$ cat config.mk
export PLATFORM = sky130hd
export DESIGN_NAME = host_irq_dma_modem_pins
export DESIGN_NICKNAME = d
export VERILOG_FILES = /design/src/host_pins_pkg.sv /design/src/host_irq_dma_modem_pins.sv
export VERILOG_INCLUDE_DIRS = /design/src
export SDC_FILE = /design/constraint.sdc
export NUM_CORES = 1
export LEC_CHECK = 0
export BUFFER_PORTS_ARGS = -buffer_cell sky130_fd_sc_hd__buf_4
export CORE_AREA = 2 2 137 193
export CTS_CLUSTER_DIAMETER = 50
export DETAILED_ROUTE_END_ITERATION = 6
export DIE_AREA = 0 0 139 195
export GPL_ROUTABILITY_DRIVEN = 1
export PLACE_DENSITY = 0.47
export SLEW_MARGIN = 10
export SYNTH_ARGS = -nofsm -noshare
export SYNTH_HDL_FRONTEND = slang
export SYNTH_SLANG_ARGS = --single-unit
$ cat constraint.sdc
create_clock -name MCLK_I -period 5 [get_ports MCLK_I]
set_clock_uncertainty 0.1 [all_clocks]
set_input_delay 0.5 -clock MCLK_I [delete_from_list [all_inputs] [get_ports MCLK_I]]
set_output_delay 0.5 -clock MCLK_I [all_outputs]
set_load 0.01 [all_outputs]
$ cat src/host_pins_regs.svh
/*
 * Register offsets, field positions, reset values and pin mux codes of the
 * host-side pin logic. Assumes it is included by bare name after the package.
 */
`ifndef HOST_PINS_REGS_SVH
`define HOST_PINS_REGS_SVH

`define OFS_DATA_A      4'h0
`define OFS_DATA_B      4'h1
`define OFS_VSETUP      4'h2
`define OFS_VBASE       4'h3
`define OFS_IDC_A       4'h4
`define OFS_IDC_B       4'h5
`define OFS_RXC_A       4'h6
`define OFS_RXC_B       4'h7
`define OFS_TXC_A       4'h8
`define OFS_TXC_B       4'h9
`define OFS_PROTO       4'hA
`define OFS_IRQ_STAT    4'hB
`define OFS_IRQ_MASK    4'hC
`define OFS_LINE        4'hD

`define VS_VEC_MODE     7
`define VS_TYPE_HI      5
`define VS_TYPE_LO      3
`define VS_MUX_HI       1
`define VS_MUX_LO       0
`define TYPE_FREE_A     3'h2
`define TYPE_FREE_B     3'h4
`define MUX_DMA         2'h2
`define IDC_EXT_EN      0
`define IDC_TX_ALWAYS   2
`define RXC_RX_EN       0
`define RXC_AUTO        5
`define TXC_RTS         1
`define TXC_TX_EN       3
`define TXC_READY       7
`define ST_EXT          0
`define ST_TX           2
`define ST_RX           4
`define REG_RST         8'h00
`define STAT_RST        6'h00
`define MASK_RST        6'h3F

`endif

$ cat src/host_pins_pkg.sv
/*
 * Types shared by the host-side pin logic.
 * Assumes nothing beyond a SystemVerilog compiler.
 */
`default_nettype none
package host_pins_pkg;
    typedef struct packed {
        logic [7:0] irq_dma_ctrl_reg;
        logic [7:0] rx_ctrl_reg;
        logic [7:0] tx_ctrl_reg;
    } chan_cfg_t;

    typedef struct packed {
        logic clear_to_send_n;
        logic carrier_detect_n;
    } modem_in_t;
endpackage : host_pins_pkg
`default_nettype wire

$ cat src/host_irq_dma_modem_pins.sv
/*
 * Host-side pin logic of a dual-channel serial controller: data bus answer,
 * open-drain interrupt with vector acknowledge and daisy chain, DMA requests,
 * shared ready/DMA pins and modem control with auto enable.
 * Assumes the serial core supplies buffer status and that all inputs are
 * synchronous to MCLK_I except the modem, chain and acknowledge pins.
 */
`timescale 1ns/1ns
`include "host_pins_regs.svh"
`default_nettype none
module host_irq_dma_modem_pins (
    input  wire logic                   MCLK_I,
    input  wire logic                   NRST_I,
    input  wire logic [3:0]             ADDR_I,
    input  wire logic [7:0]             DATA_I,
    input  wire logic                   WR_I,
    input  wire logic                   RD_I,
    output logic      [7:0]             DATA_O,
    output logic                        DATA_OE_O,
    output logic                        IRQ_O,
    output logic                        IRQ_OE_O,
    input  wire logic                   VECTOR_ACK_N_I,
    input  wire logic                   DAISY_IN_N_I,
    output logic                        DAISY_OUT_N_O,
    output logic                        DMA_TX_REQ_A_O,
    output logic                        DMA_RX_REQ_A_O,
    output logic                        READY_A_OR_DMA_TX_B_O,
    output logic                        READY_B_OR_DMA_RX_B_O,
    input  wire host_pins_pkg::modem_in_t MODEM_A_I,
    input  wire host_pins_pkg::modem_in_t MODEM_B_I,
    output logic [1:0]                  REQUEST_TO_SEND_N_O,
    input  wire logic [1:0]             TX_EMPTY_I,
    input  wire logic [1:0]             RX_AVAIL_I,
    input  wire logic [1:0]             ALL_SENT_I,
    input  wire logic [7:0]             RX_DATA_A_I,
    input  wire logic [7:0]             RX_DATA_B_I,
    output logic [7:0]                  TX_DATA_O,
    output logic [1:0]                  TX_LOAD_O,
    output logic [1:0]                  RX_TAKEN_O,
    output logic [1:0]                  TX_RUN_O,
    output logic [1:0]                  RX_RUN_O
);
    host_pins_pkg::chan_cfg_t cfg_r [2];
    logic [7:0] vsetup_r;
    logic [7:0] vbase_r;
    logic [1:0] proto_async_r;
    logic [5:0] stat_r;
    logic [5:0] mask_r;
    logic [5:0] stat_set;
    logic [5:0] sync1_r;
    logic [5:0] sync2_r;
    logic [5:0] sync3_r;
    logic [1:0] cts_n;
    logic [1:0] dcd_n;
    logic       daisy_n;
    logic       ack_n;
    logic       ack_fall;
    logic [1:0] tx_wr;
    logic [1:0] rx_rd;
    logic [1:0] tx_req_r;
    logic [1:0] rx_req_r;
    logic [1:0] tx_hold_r;
    logic [1:0] rx_hold_r;
    logic [1:0] tx_once_r;
    logic [1:0] tx_empty_d_r;
    logic [1:0] rx_avail_d_r;
    logic [1:0] rts_low_r;
    logic [5:0] enabled;
    logic       pending;
    logic       free_type;
    logic       gate;
    logic       dma_mux;
    logic [7:0] rd_nxt;

    // The first stage is read only by the second; edges use stages two and three.
    always_ff @(posedge MCLK_I) begin
        if (!NRST_I) begin
            sync1_r <= 6'h3F;
            sync2_r <= 6'h3F;
            sync3_r <= 6'h3F;
        end else begin
            sync1_r <= {VECTOR_ACK_N_I, DAISY_IN_N_I, MODEM_B_I.carrier_detect_n,
                        MODEM_A_I.carrier_detect_n, MODEM_B_I.clear_to_send_n,
                        MODEM_A_I.clear_to_send_n};
            sync2_r <= sync1_r;
            sync3_r <= sync2_r;
        end
    end

    assign cts_n    = sync2_r[1:0];
    assign dcd_n    = sync2_r[3:2];
    assign daisy_n  = sync2_r[4];
    assign ack_n    = sync2_r[5];
    assign ack_fall = sync3_r[5] && !ack_n;

    assign tx_wr = {WR_I && ADDR_I == `OFS_DATA_B, WR_I && ADDR_I == `OFS_DATA_A};
    assign rx_rd = {RD_I && ADDR_I == `OFS_DATA_B, RD_I && ADDR_I == `OFS_DATA_A};

    // Configuration registers.
    always_ff @(posedge MCLK_I) begin
        if (!NRST_I) begin
            vsetup_r      <= `REG_RST;
            vbase_r       <= `REG_RST;
            proto_async_r <= 2'h0;
            mask_r        <= `MASK_RST;
            for (int i = 0; i < 2; i++) begin
                cfg_r[i] <= '0;
            end
        end else if (WR_I) begin
            if (ADDR_I == `OFS_VSETUP) begin
                vsetup_r <= DATA_I;
            end else if (ADDR_I == `OFS_VBASE) begin
                vbase_r <= DATA_I;
            end else if (ADDR_I == `OFS_IDC_A) begin
                cfg_r[0].irq_dma_ctrl_reg <= DATA_I;
            end else if (ADDR_I == `OFS_IDC_B) begin
                cfg_r[1].irq_dma_ctrl_reg <= DATA_I;
            end else if (ADDR_I == `OFS_RXC_A) begin
                cfg_r[0].rx_ctrl_reg <= DATA_I;
            end else if (ADDR_I == `OFS_RXC_B) begin
                cfg_r[1].rx_ctrl_reg <= DATA_I;
            end else if (ADDR_I == `OFS_TXC_A) begin
                cfg_r[0].tx_ctrl_reg <= DATA_I;
            end else if (ADDR_I == `OFS_TXC_B) begin
                cfg_r[1].tx_ctrl_reg <= DATA_I;
            end else if (ADDR_I == `OFS_PROTO) begin
                proto_async_r <= DATA_I[1:0];
            end else if (ADDR_I == `OFS_IRQ_MASK) begin
                mask_r <= DATA_I[5:0];
            end
        end
    end

    // Transmit data goes straight to the core; a load pulse marks it.
    always_ff @(posedge MCLK_I) begin
        if (!NRST_I) begin
            TX_DATA_O  <= 8'h00;
            TX_LOAD_O  <= 2'h0;
            RX_TAKEN_O <= 2'h0;
        end else begin
            if (tx_wr != 2'h0) begin
                TX_DATA_O <= DATA_I;
            end
            TX_LOAD_O  <= tx_wr;
            RX_TAKEN_O <= rx_rd;
        end
    end

    // Sticky status: a new event in the clearing cycle keeps its bit.
    always_ff @(posedge MCLK_I) begin
        if (!NRST_I) begin
            stat_r <= `STAT_RST;
        end else if (WR_I && ADDR_I == `OFS_IRQ_STAT) begin
            stat_r <= (stat_r & ~DATA_I[5:0]) | stat_set;
        end else begin
            stat_r <= stat_r | stat_set;
        end
    end

    genvar ch;
    generate
        for (ch = 0; ch < 2; ch++) begin : g_chan
            logic ext_edge;
            logic tx_gate;
            logic auto_en;

            assign ext_edge = (sync2_r[ch] ^ sync3_r[ch]) ||
                              (sync2_r[ch + 2] ^ sync3_r[ch + 2]);
            assign tx_gate  = cfg_r[ch].irq_dma_ctrl_reg[`IDC_TX_ALWAYS] ||
                              tx_once_r[ch];
            assign auto_en  = cfg_r[ch].rx_ctrl_reg[`RXC_AUTO];
            assign stat_set[`ST_EXT + ch] = ext_edge;
            assign stat_set[`ST_TX + ch]  = TX_EMPTY_I[ch] && !tx_empty_d_r[ch];
            assign stat_set[`ST_RX + ch]  = RX_AVAIL_I[ch] && !rx_avail_d_r[ch];
            assign enabled[`ST_EXT + ch]  = cfg_r[ch].irq_dma_ctrl_reg[`IDC_EXT_EN];
            assign enabled[`ST_TX + ch]   = 1'b1;
            assign enabled[`ST_RX + ch]   = 1'b1;

            // The hold bit stops a request from re-arming on the stale empty or
            // available level before the core has reacted to the access.
            always_ff @(posedge MCLK_I) begin
                if (!NRST_I) begin
                    tx_req_r[ch]     <= 1'b0;
                    tx_hold_r[ch]    <= 1'b0;
                    tx_once_r[ch]    <= 1'b0;
                    tx_empty_d_r[ch] <= 1'b0;
                end else begin
                    tx_empty_d_r[ch] <= TX_EMPTY_I[ch];
                    if (tx_wr[ch]) begin
                        tx_once_r[ch] <= 1'b1;
                    end
                    if (tx_wr[ch]) begin
                        tx_hold_r[ch] <= 1'b1;
                    end else if (!TX_EMPTY_I[ch]) begin
                        tx_hold_r[ch] <= 1'b0;
                    end
                    if (tx_wr[ch]) begin
                        tx_req_r[ch] <= 1'b0;
                    end else if (TX_EMPTY_I[ch] && tx_gate && !tx_hold_r[ch]) begin
                        tx_req_r[ch] <= 1'b1;
                    end
                end
            end

            always_ff @(posedge MCLK_I) begin
                if (!NRST_I) begin
                    rx_req_r[ch]     <= 1'b0;
                    rx_hold_r[ch]    <= 1'b0;
                    rx_avail_d_r[ch] <= 1'b0;
                end else begin
                    rx_avail_d_r[ch] <= RX_AVAIL_I[ch];
                    if (rx_rd[ch]) begin
                        rx_hold_r[ch] <= 1'b1;
                    end else if (!RX_AVAIL_I[ch]) begin
                        rx_hold_r[ch] <= 1'b0;
                    end
                    if (rx_rd[ch]) begin
                        rx_req_r[ch] <= 1'b0;
                    end else if (RX_AVAIL_I[ch] && !rx_hold_r[ch]) begin
                        rx_req_r[ch] <= 1'b1;
                    end
                end
            end

            always_ff @(posedge MCLK_I) begin
                if (!NRST_I) begin
                    TX_RUN_O[ch] <= 1'b0;
                    RX_RUN_O[ch] <= 1'b0;
                end else begin
                    TX_RUN_O[ch] <= cfg_r[ch].tx_ctrl_reg[`TXC_TX_EN] &&
                                    (!auto_en || !cts_n[ch]);
                    RX_RUN_O[ch] <= cfg_r[ch].rx_ctrl_reg[`RXC_RX_EN] &&
                                    (!auto_en || !dcd_n[ch]);
                end
            end

            // In async protocol with auto enable, request-to-send is held active after clearing so the last
            // character leaves the line before the modem drops carrier.
            always_ff @(posedge MCLK_I) begin
                if (!NRST_I) begin
                    REQUEST_TO_SEND_N_O[ch] <= 1'b1;
                end else if (!proto_async_r[ch] || !auto_en) begin
                    REQUEST_TO_SEND_N_O[ch] <= !cfg_r[ch].tx_ctrl_reg[`TXC_RTS];
                end else if (cfg_r[ch].tx_ctrl_reg[`TXC_RTS]) begin
                    REQUEST_TO_SEND_N_O[ch] <= 1'b0;
                end else if (ALL_SENT_I[ch]) begin
                    REQUEST_TO_SEND_N_O[ch] <= 1'b1;
                end
            end
            assign rts_low_r[ch] = !REQUEST_TO_SEND_N_O[ch];
        end
    endgenerate

    assign pending   = |(stat_r & mask_r & enabled);
    assign free_type = vsetup_r[`VS_VEC_MODE] &&
                       (vsetup_r[`VS_TYPE_HI:`VS_TYPE_LO] == `TYPE_FREE_A ||
                        vsetup_r[`VS_TYPE_HI:`VS_TYPE_LO] == `TYPE_FREE_B);
    assign gate      = free_type || !daisy_n;
    assign dma_mux   = vsetup_r[`VS_MUX_HI:`VS_MUX_LO] == `MUX_DMA;

    // Interrupt, chain and DMA pins.
    always_ff @(posedge MCLK_I) begin
        if (!NRST_I) begin
            IRQ_O                 <= 1'b0;
            IRQ_OE_O              <= 1'b0;
            DAISY_OUT_N_O         <= 1'b1;
            DMA_TX_REQ_A_O        <= 1'b0;
            DMA_RX_REQ_A_O        <= 1'b0;
            READY_A_OR_DMA_TX_B_O <= 1'b1;
            READY_B_OR_DMA_RX_B_O <= 1'b1;
        end else begin
            IRQ_O          <= 1'b0;
            IRQ_OE_O       <= pending && gate;
            DAISY_OUT_N_O  <= daisy_n || pending;
            DMA_TX_REQ_A_O <= tx_req_r[0];
            DMA_RX_REQ_A_O <= rx_req_r[0];
            if (dma_mux) begin
                READY_A_OR_DMA_TX_B_O <= tx_req_r[1];
                READY_B_OR_DMA_RX_B_O <= rx_req_r[1];
            end else begin
                READY_A_OR_DMA_TX_B_O <= !cfg_r[0].tx_ctrl_reg[`TXC_READY];
                READY_B_OR_DMA_RX_B_O <= !cfg_r[1].tx_ctrl_reg[`TXC_READY];
            end
        end
    end

    always_comb begin
        rd_nxt = 8'h00;
        if (ADDR_I == `OFS_DATA_A) begin
            rd_nxt = RX_DATA_A_I;
        end else if (ADDR_I == `OFS_DATA_B) begin
            rd_nxt = RX_DATA_B_I;
        end else if (ADDR_I == `OFS_VSETUP) begin
            rd_nxt = vsetup_r;
        end else if (ADDR_I == `OFS_VBASE) begin
            rd_nxt = vbase_r;
        end else if (ADDR_I == `OFS_IDC_A) begin
            rd_nxt = cfg_r[0].irq_dma_ctrl_reg;
        end else if (ADDR_I == `OFS_IDC_B) begin
            rd_nxt = cfg_r[1].irq_dma_ctrl_reg;
        end else if (ADDR_I == `OFS_RXC_A) begin
            rd_nxt = cfg_r[0].rx_ctrl_reg;
        end else if (ADDR_I == `OFS_RXC_B) begin
            rd_nxt = cfg_r[1].rx_ctrl_reg;
        end else if (ADDR_I == `OFS_TXC_A) begin
            rd_nxt = cfg_r[0].tx_ctrl_reg;
        end else if (ADDR_I == `OFS_TXC_B) begin
            rd_nxt = cfg_r[1].tx_ctrl_reg;
        end else if (ADDR_I == `OFS_PROTO) begin
            rd_nxt = {6'h00, proto_async_r};
        end else if (ADDR_I == `OFS_IRQ_STAT) begin
            rd_nxt = {2'h0, stat_r};
        end else if (ADDR_I == `OFS_IRQ_MASK) begin
            rd_nxt = {2'h0, mask_r};
        end else if (ADDR_I == `OFS_LINE) begin
            rd_nxt = {dcd_n, cts_n, RX_RUN_O, TX_RUN_O};
        end
    end

    // A host read wins over a vector cycle; the host never overlaps them.
    always_ff @(posedge MCLK_I) begin
        if (!NRST_I) begin
            DATA_O    <= 8'h00;
            DATA_OE_O <= 1'b0;
        end else if (RD_I) begin
            DATA_O    <= rd_nxt;
            DATA_OE_O <= 1'b1;
        end else if (ack_fall && vsetup_r[`VS_VEC_MODE] && !daisy_n) begin
            DATA_O    <= vbase_r;
            DATA_OE_O <= 1'b1;
        end else begin
            DATA_OE_O <= 1'b0;
        end
    end
endmodule : host_irq_dma_modem_pins
`default_nettype wire

After elaboration in Yosys (flattened, before gate mapping)
Memory sizes are Yosys's and may differ from the RTL's.
Index checks and enable logic that the tools add are counted.
{"block": "totals", "out_inout_bits": 34, "regBits": 95, "mem_count": 1, "ram_bits": 48}
{"block": "op_classes", "n_eq_ne": 20, "mux": 93, "n_reduce_logical": 73, "bitwise_logic": 26}
{"name": "cfg_r", "depth": 2, "width": 24, "rd": 2, "rd_ports_with_merged_regs": 0, "write_ports": 2, "line": "host_irq_dma_modem_pins.sv:43", "source": "host_pins_pkg::chan_cfg_t cfg_r [2];"}
{"op": "$mux W8", "count": 22}
{"op": "$mux W1", "count": 70}
{"op": "$eq A4 B4 Y1 const B", "count": 6}
{"op": "$logic_and A1 B1 Y1", "count": 24}
{"op": "$logic_not A1 Y1", "count": 22}
{"op": "$and A6 B6 Y6", "count": 3}
{"op": "$eq A4 B3 Y1 const B", "count": 4}
{"op": "$logic_or A1 B1 Y1", "count": 13}
{"op": "$or A6 B6 Y6", "count": 2}
{"op": "$reduce_and A11 Y1", "count": 1}
{"op": "$not A1 Y1", "count": 10}
{"op": "$reduce_and A10 Y1", "count": 1}
{"op": "$eq A4 B2 Y1 const B", "count": 2}
{"op": "$ne A2 B1 Y1 const B", "count": 4}
{"op": "$reduce_or A2 Y1", "count": 4}
{"op": "$mux W6", "count": 1}
{"op": "$not A6 Y6", "count": 1}
{"op": "$or A1 B1 Y1", "count": 6}
{"op": "$reduce_bool A3 Y1", "count": 2}
{"op": "$reduce_or A6 Y1", "count": 1}
{"op": "$eq A4 B1 Y1 const B", "count": 1}
{"op": "$logic_not A4 Y1", "count": 1}
{"op": "$reduce_bool A2 Y1", "count": 2}
{"op": "$xor A1 B1 Y1", "count": 4}
{"op": "other kinds (5)", "count": 5}

Logic depth before layout (Yosys ltp)
{"block": "depth", "ltp_word": 16, "depth_mapped": 8}

Worst setup path before layout
Ideal clock, no wire load.
{"block": "synth_path", "path_type": "input -> register", "from": "input port ADDR_I[0]", "to": "memory cfg_r[0][10] (netlist bit) (enable)", "setup_slack_ps": 2728, "stages": 6, "arrival_ps": 1788, "setup_time_ps": 384, "path_cell_list": "buf_6 nor2b_1 clkbuf_2 nand2_1 clkbuf_1 o21ai_0"}
{"element": "start: declaration", "line": "host_irq_dma_modem_pins.sv:14", "source": "input wire logic [3:0] ADDR_I,"}
{"element": "end: declaration", "line": "host_irq_dma_modem_pins.sv:43"}

==> key figures <==
Die
  • DIE HEIGHT: 195 um
  • Initial core utilization: 24.8%
  • Rows: 69
  • Core ar.: 25200 sq um
  • DIE WIDTH: 139 um
  • Io pins: 78
  • Die Footprint: 27100 sq um

Drt
  • Initial DRC count: 375
  • Remaining antenna violation count: 0
  • Vias/cell: 4.72
  • # DRC: 0
  • Routed WL per cell: 20.1 um
  • Total Wirelength: 20200 um
  • DR vias: 4749
  • DR pass1 iterations: 4

Placement
  • Detailed Place HPWL: 14400 um
  • GPL Wtd Cong: 0.851
  • Post-DP Area: 7040 sq um
  • Pre-CTS setup slack: 1.65 ns
  • IO buf count: 76

Critical path
  • Arrival time worst endpoint: 2.83 ns
  • CP required: 4.94 ns
  • CP max stage cell: o21ai_0
  • Crit-path cells: buf_4, nor2b_1, nand2_1, o21ai_0
  • Max incr delay on CP: 1.04 ns
  • Critical path fanouts, max: 48
  • Kind of start point of the critical path: input pin
  • CP Capture Type: flop
  • WS Path Type: input pin to flop

STA
  • Worst setup margin: 2.11 ns
  • Fin crit period: 2.89 ns
  • Setup TNS: 0 ns
  • Hold Vio Cnt, Final: 0
  • Finish-stage setup viols: 0
  • Final Cycle Share: 57.8%
  • Worst hold slack: 0.154 ns
  • Slew HR: 19.1%
  • Worst Tran Pin Value: 1.20 ns
  • Peak Freq: 346 MHz
  • Fin. max-slew vios: 0
  • RSZ-0062 raised after global routing: false

Final layout
  • Register area: 3320 sq um
  • Area grow syn2layout: 21.9%
  • Fraction of layout cells with a size suffix above 1: 18.8%
  • Final Instance Area: 7610 sq um
  • Fillers: 2640
  • Nets@finish: 719
  • Multi-input logic area: 2700 sq um
  • Diodes inserted: 0

Clock tree
  • Skew-Pair Late Insertion Delay: 0.43 ns
  • Clk sinks: 142
  • Num CTS Buffers: 17
  • CTS resizes: 0
  • Clock Tree Buf Depth: 2
  • Post-CTS setup buffers: 0
  • H-tree lvl count: 4
  • CTS Hold Bufs: 0
  • CTS tree: yes
  • Root Driver: clkbuf_16
  • CTS clk-pin slew, worst paths: 0.06 ns

Logic synthesis
  • Post-synth ARST share: 0%
  • Synth Flop Type: dfxtp_1
  • Area share of the largest cell type after synthesis: 30.1%
  • Mapped cell area: 6250 sq um
  • Synth top area cells: dfxtp_1 (30%), edfxtp_1 (23%), nand2_1 (4.7%), o21ai_0 (4.3%), and2_1 (3.3%)
  • Post-synth top area cell: dfxtp_1
  • Synth warn: 0
  • Mapped Nets: 663
  • Synth cell count leaders: dfxtp_1 (94), nand2_1 (79), o21ai_0 (54)
  • Post-synth EDFFs: 48
  • #FFs+latches synth: 142
  • Most used standard cell by instance count after synthesis: dfxtp_1
  • Post-Synthesis Cells: 619
  • Post-synth cell types: 59
  • Syn Area/Cell: 10.1 sq um
  • Sequential share of the synthesized area: 53.2%

Flow run
  • Max Cap Violations: 0

Global route
  • Largest net degree at the start of global routing: 69
  • Initial antenna violation count: 0
  • Overflow after GRT: 0
  • GRT Total Usage: 15.3%
  • Global-route wire length before repair: 30700 um
  • Vias in the first global route: 4823

Min path
  • Worst Hold Class: input pin to flop

Pwr
  • Sequential power share: 45.9%
  • Combinational power share: 9.2%
  • Pleak: 2.93 nW
  • Internal power: 2.10 mW
  • Max IR drop VDD: 251 uV
  • Switching share of power: 24.7%
  • Clock network power share: 44.9%
  • Total Power Consumption: 2.79 mW
  • Pwr Density: 367 nW/um^2
  • Switching power: 690 uW

Run status
  • Status: finished, final reports clean
[stage by stage]
stage	cells	util, %
4_1_cts	1006	30.2
2_1_floorplan	619	-
5_1_grt	1006	30.2
3_3_place_gp	975	27.9
6_report	1006	30.2
3_5_place_dp	975	27.9
[flip-flops by register name, indices dropped and copies added, names as in the netlist, 5 cells and up]
register	cells
mask_r	6
vsetup_r	8
vbase_r	8
sync2_r	6
DATA_O	8
TX_DATA_O	8
sync3_r	5
stat_r	6
sync1_r	6
cfg_r	48
[cells in the final DEF, fill, tap and decap left out, types with 7 or more instances in the layout]
master	Yosys	routed
a21o_1	11	11
a21boi_0	23	23
nand3_1	9	9
and2_1	33	33
o21ai_0	54	54
a21boi_1	9	9
a21oi_1	27	27
mux2_2	8	8
dfxtp_1	94	94
edfxtp_1	48	48
o21ai_1	7	7
buf_4	7	81
nand2b_1	27	27
a22oi_1	10	10
nand2_1	79	79
mux2i_1	9	9
nor2_1	22	22
clkbuf_16	0	17
nor2b_1	16	16
and3_1	7	7
[per-layer routing]
layer	track usage (%)	routed length [um]	vias up
met5	0	0	-
met4	5.87	449	0
met3	3.02	800	26
met2	26.0	10200	122
met1	19.0	8710	2274
li1	-	-	2327
[worst max-delay path, delay by kind of cell]
kind                   cells  cell delay (ns)
AOI/OAI and AO/OA          1             1.04
and+or+nand+nor            2             0.88
buffers and inverters      1             0.40
[worst paths after layout]
path,startpoint,end,slack [ns],cells past startpoint
max,ADDR_I[1],cfg_r[0][9],2.11,4
min,DAISY_IN_N_I,sync1_r[4],0.15,2
max reg2reg,vsetup_r[7],DATA_O[1],3.06,5
min reg2reg,sync1_r[1],sync2_r[1],0.31,1
[layout make-up]
type,instances,share of cell area (%)
sequential,142,43.6
tap,319,5.24
clock buffer,19,5.82
clock inverter,12,1.73
timing repair buffer,81,7.99
inverter,3,0.148
multi-input combinational,430,35.4
[cells by family (layout without fill, tap and decap cells)]
| logic type | Yosys count | in the layout | share of synthesized area, % |
|---|---|---|---|
| flip-flops | 142 | 142 | 53.2 |
| XOR/XNOR | 5 | 5 | 0.701 |
| AO/OA/AOI/OAI | 184 | 184 | 19.3 |
| other | 1 | 1 | 0.0600 |
| buffers and inverters | 47 | 115 | 3.70 |
| AND/OR/NAND/NOR | 217 | 217 | 18.6 |
| multiplexers | 23 | 23 | 4.51 |
[power by group through the flow]
stage	combinational, mW	clock (mW)	sequential, mW
floorplan	0.151	0	1.29
global placement	0.261	0	1.31
detailed placement	0.260	0	1.31
CTS	0.261	1.28	1.28
global route	0.283	1.33	1.29
finish	0.258	1.25	1.28
Power figures use the tool's default switching activity.
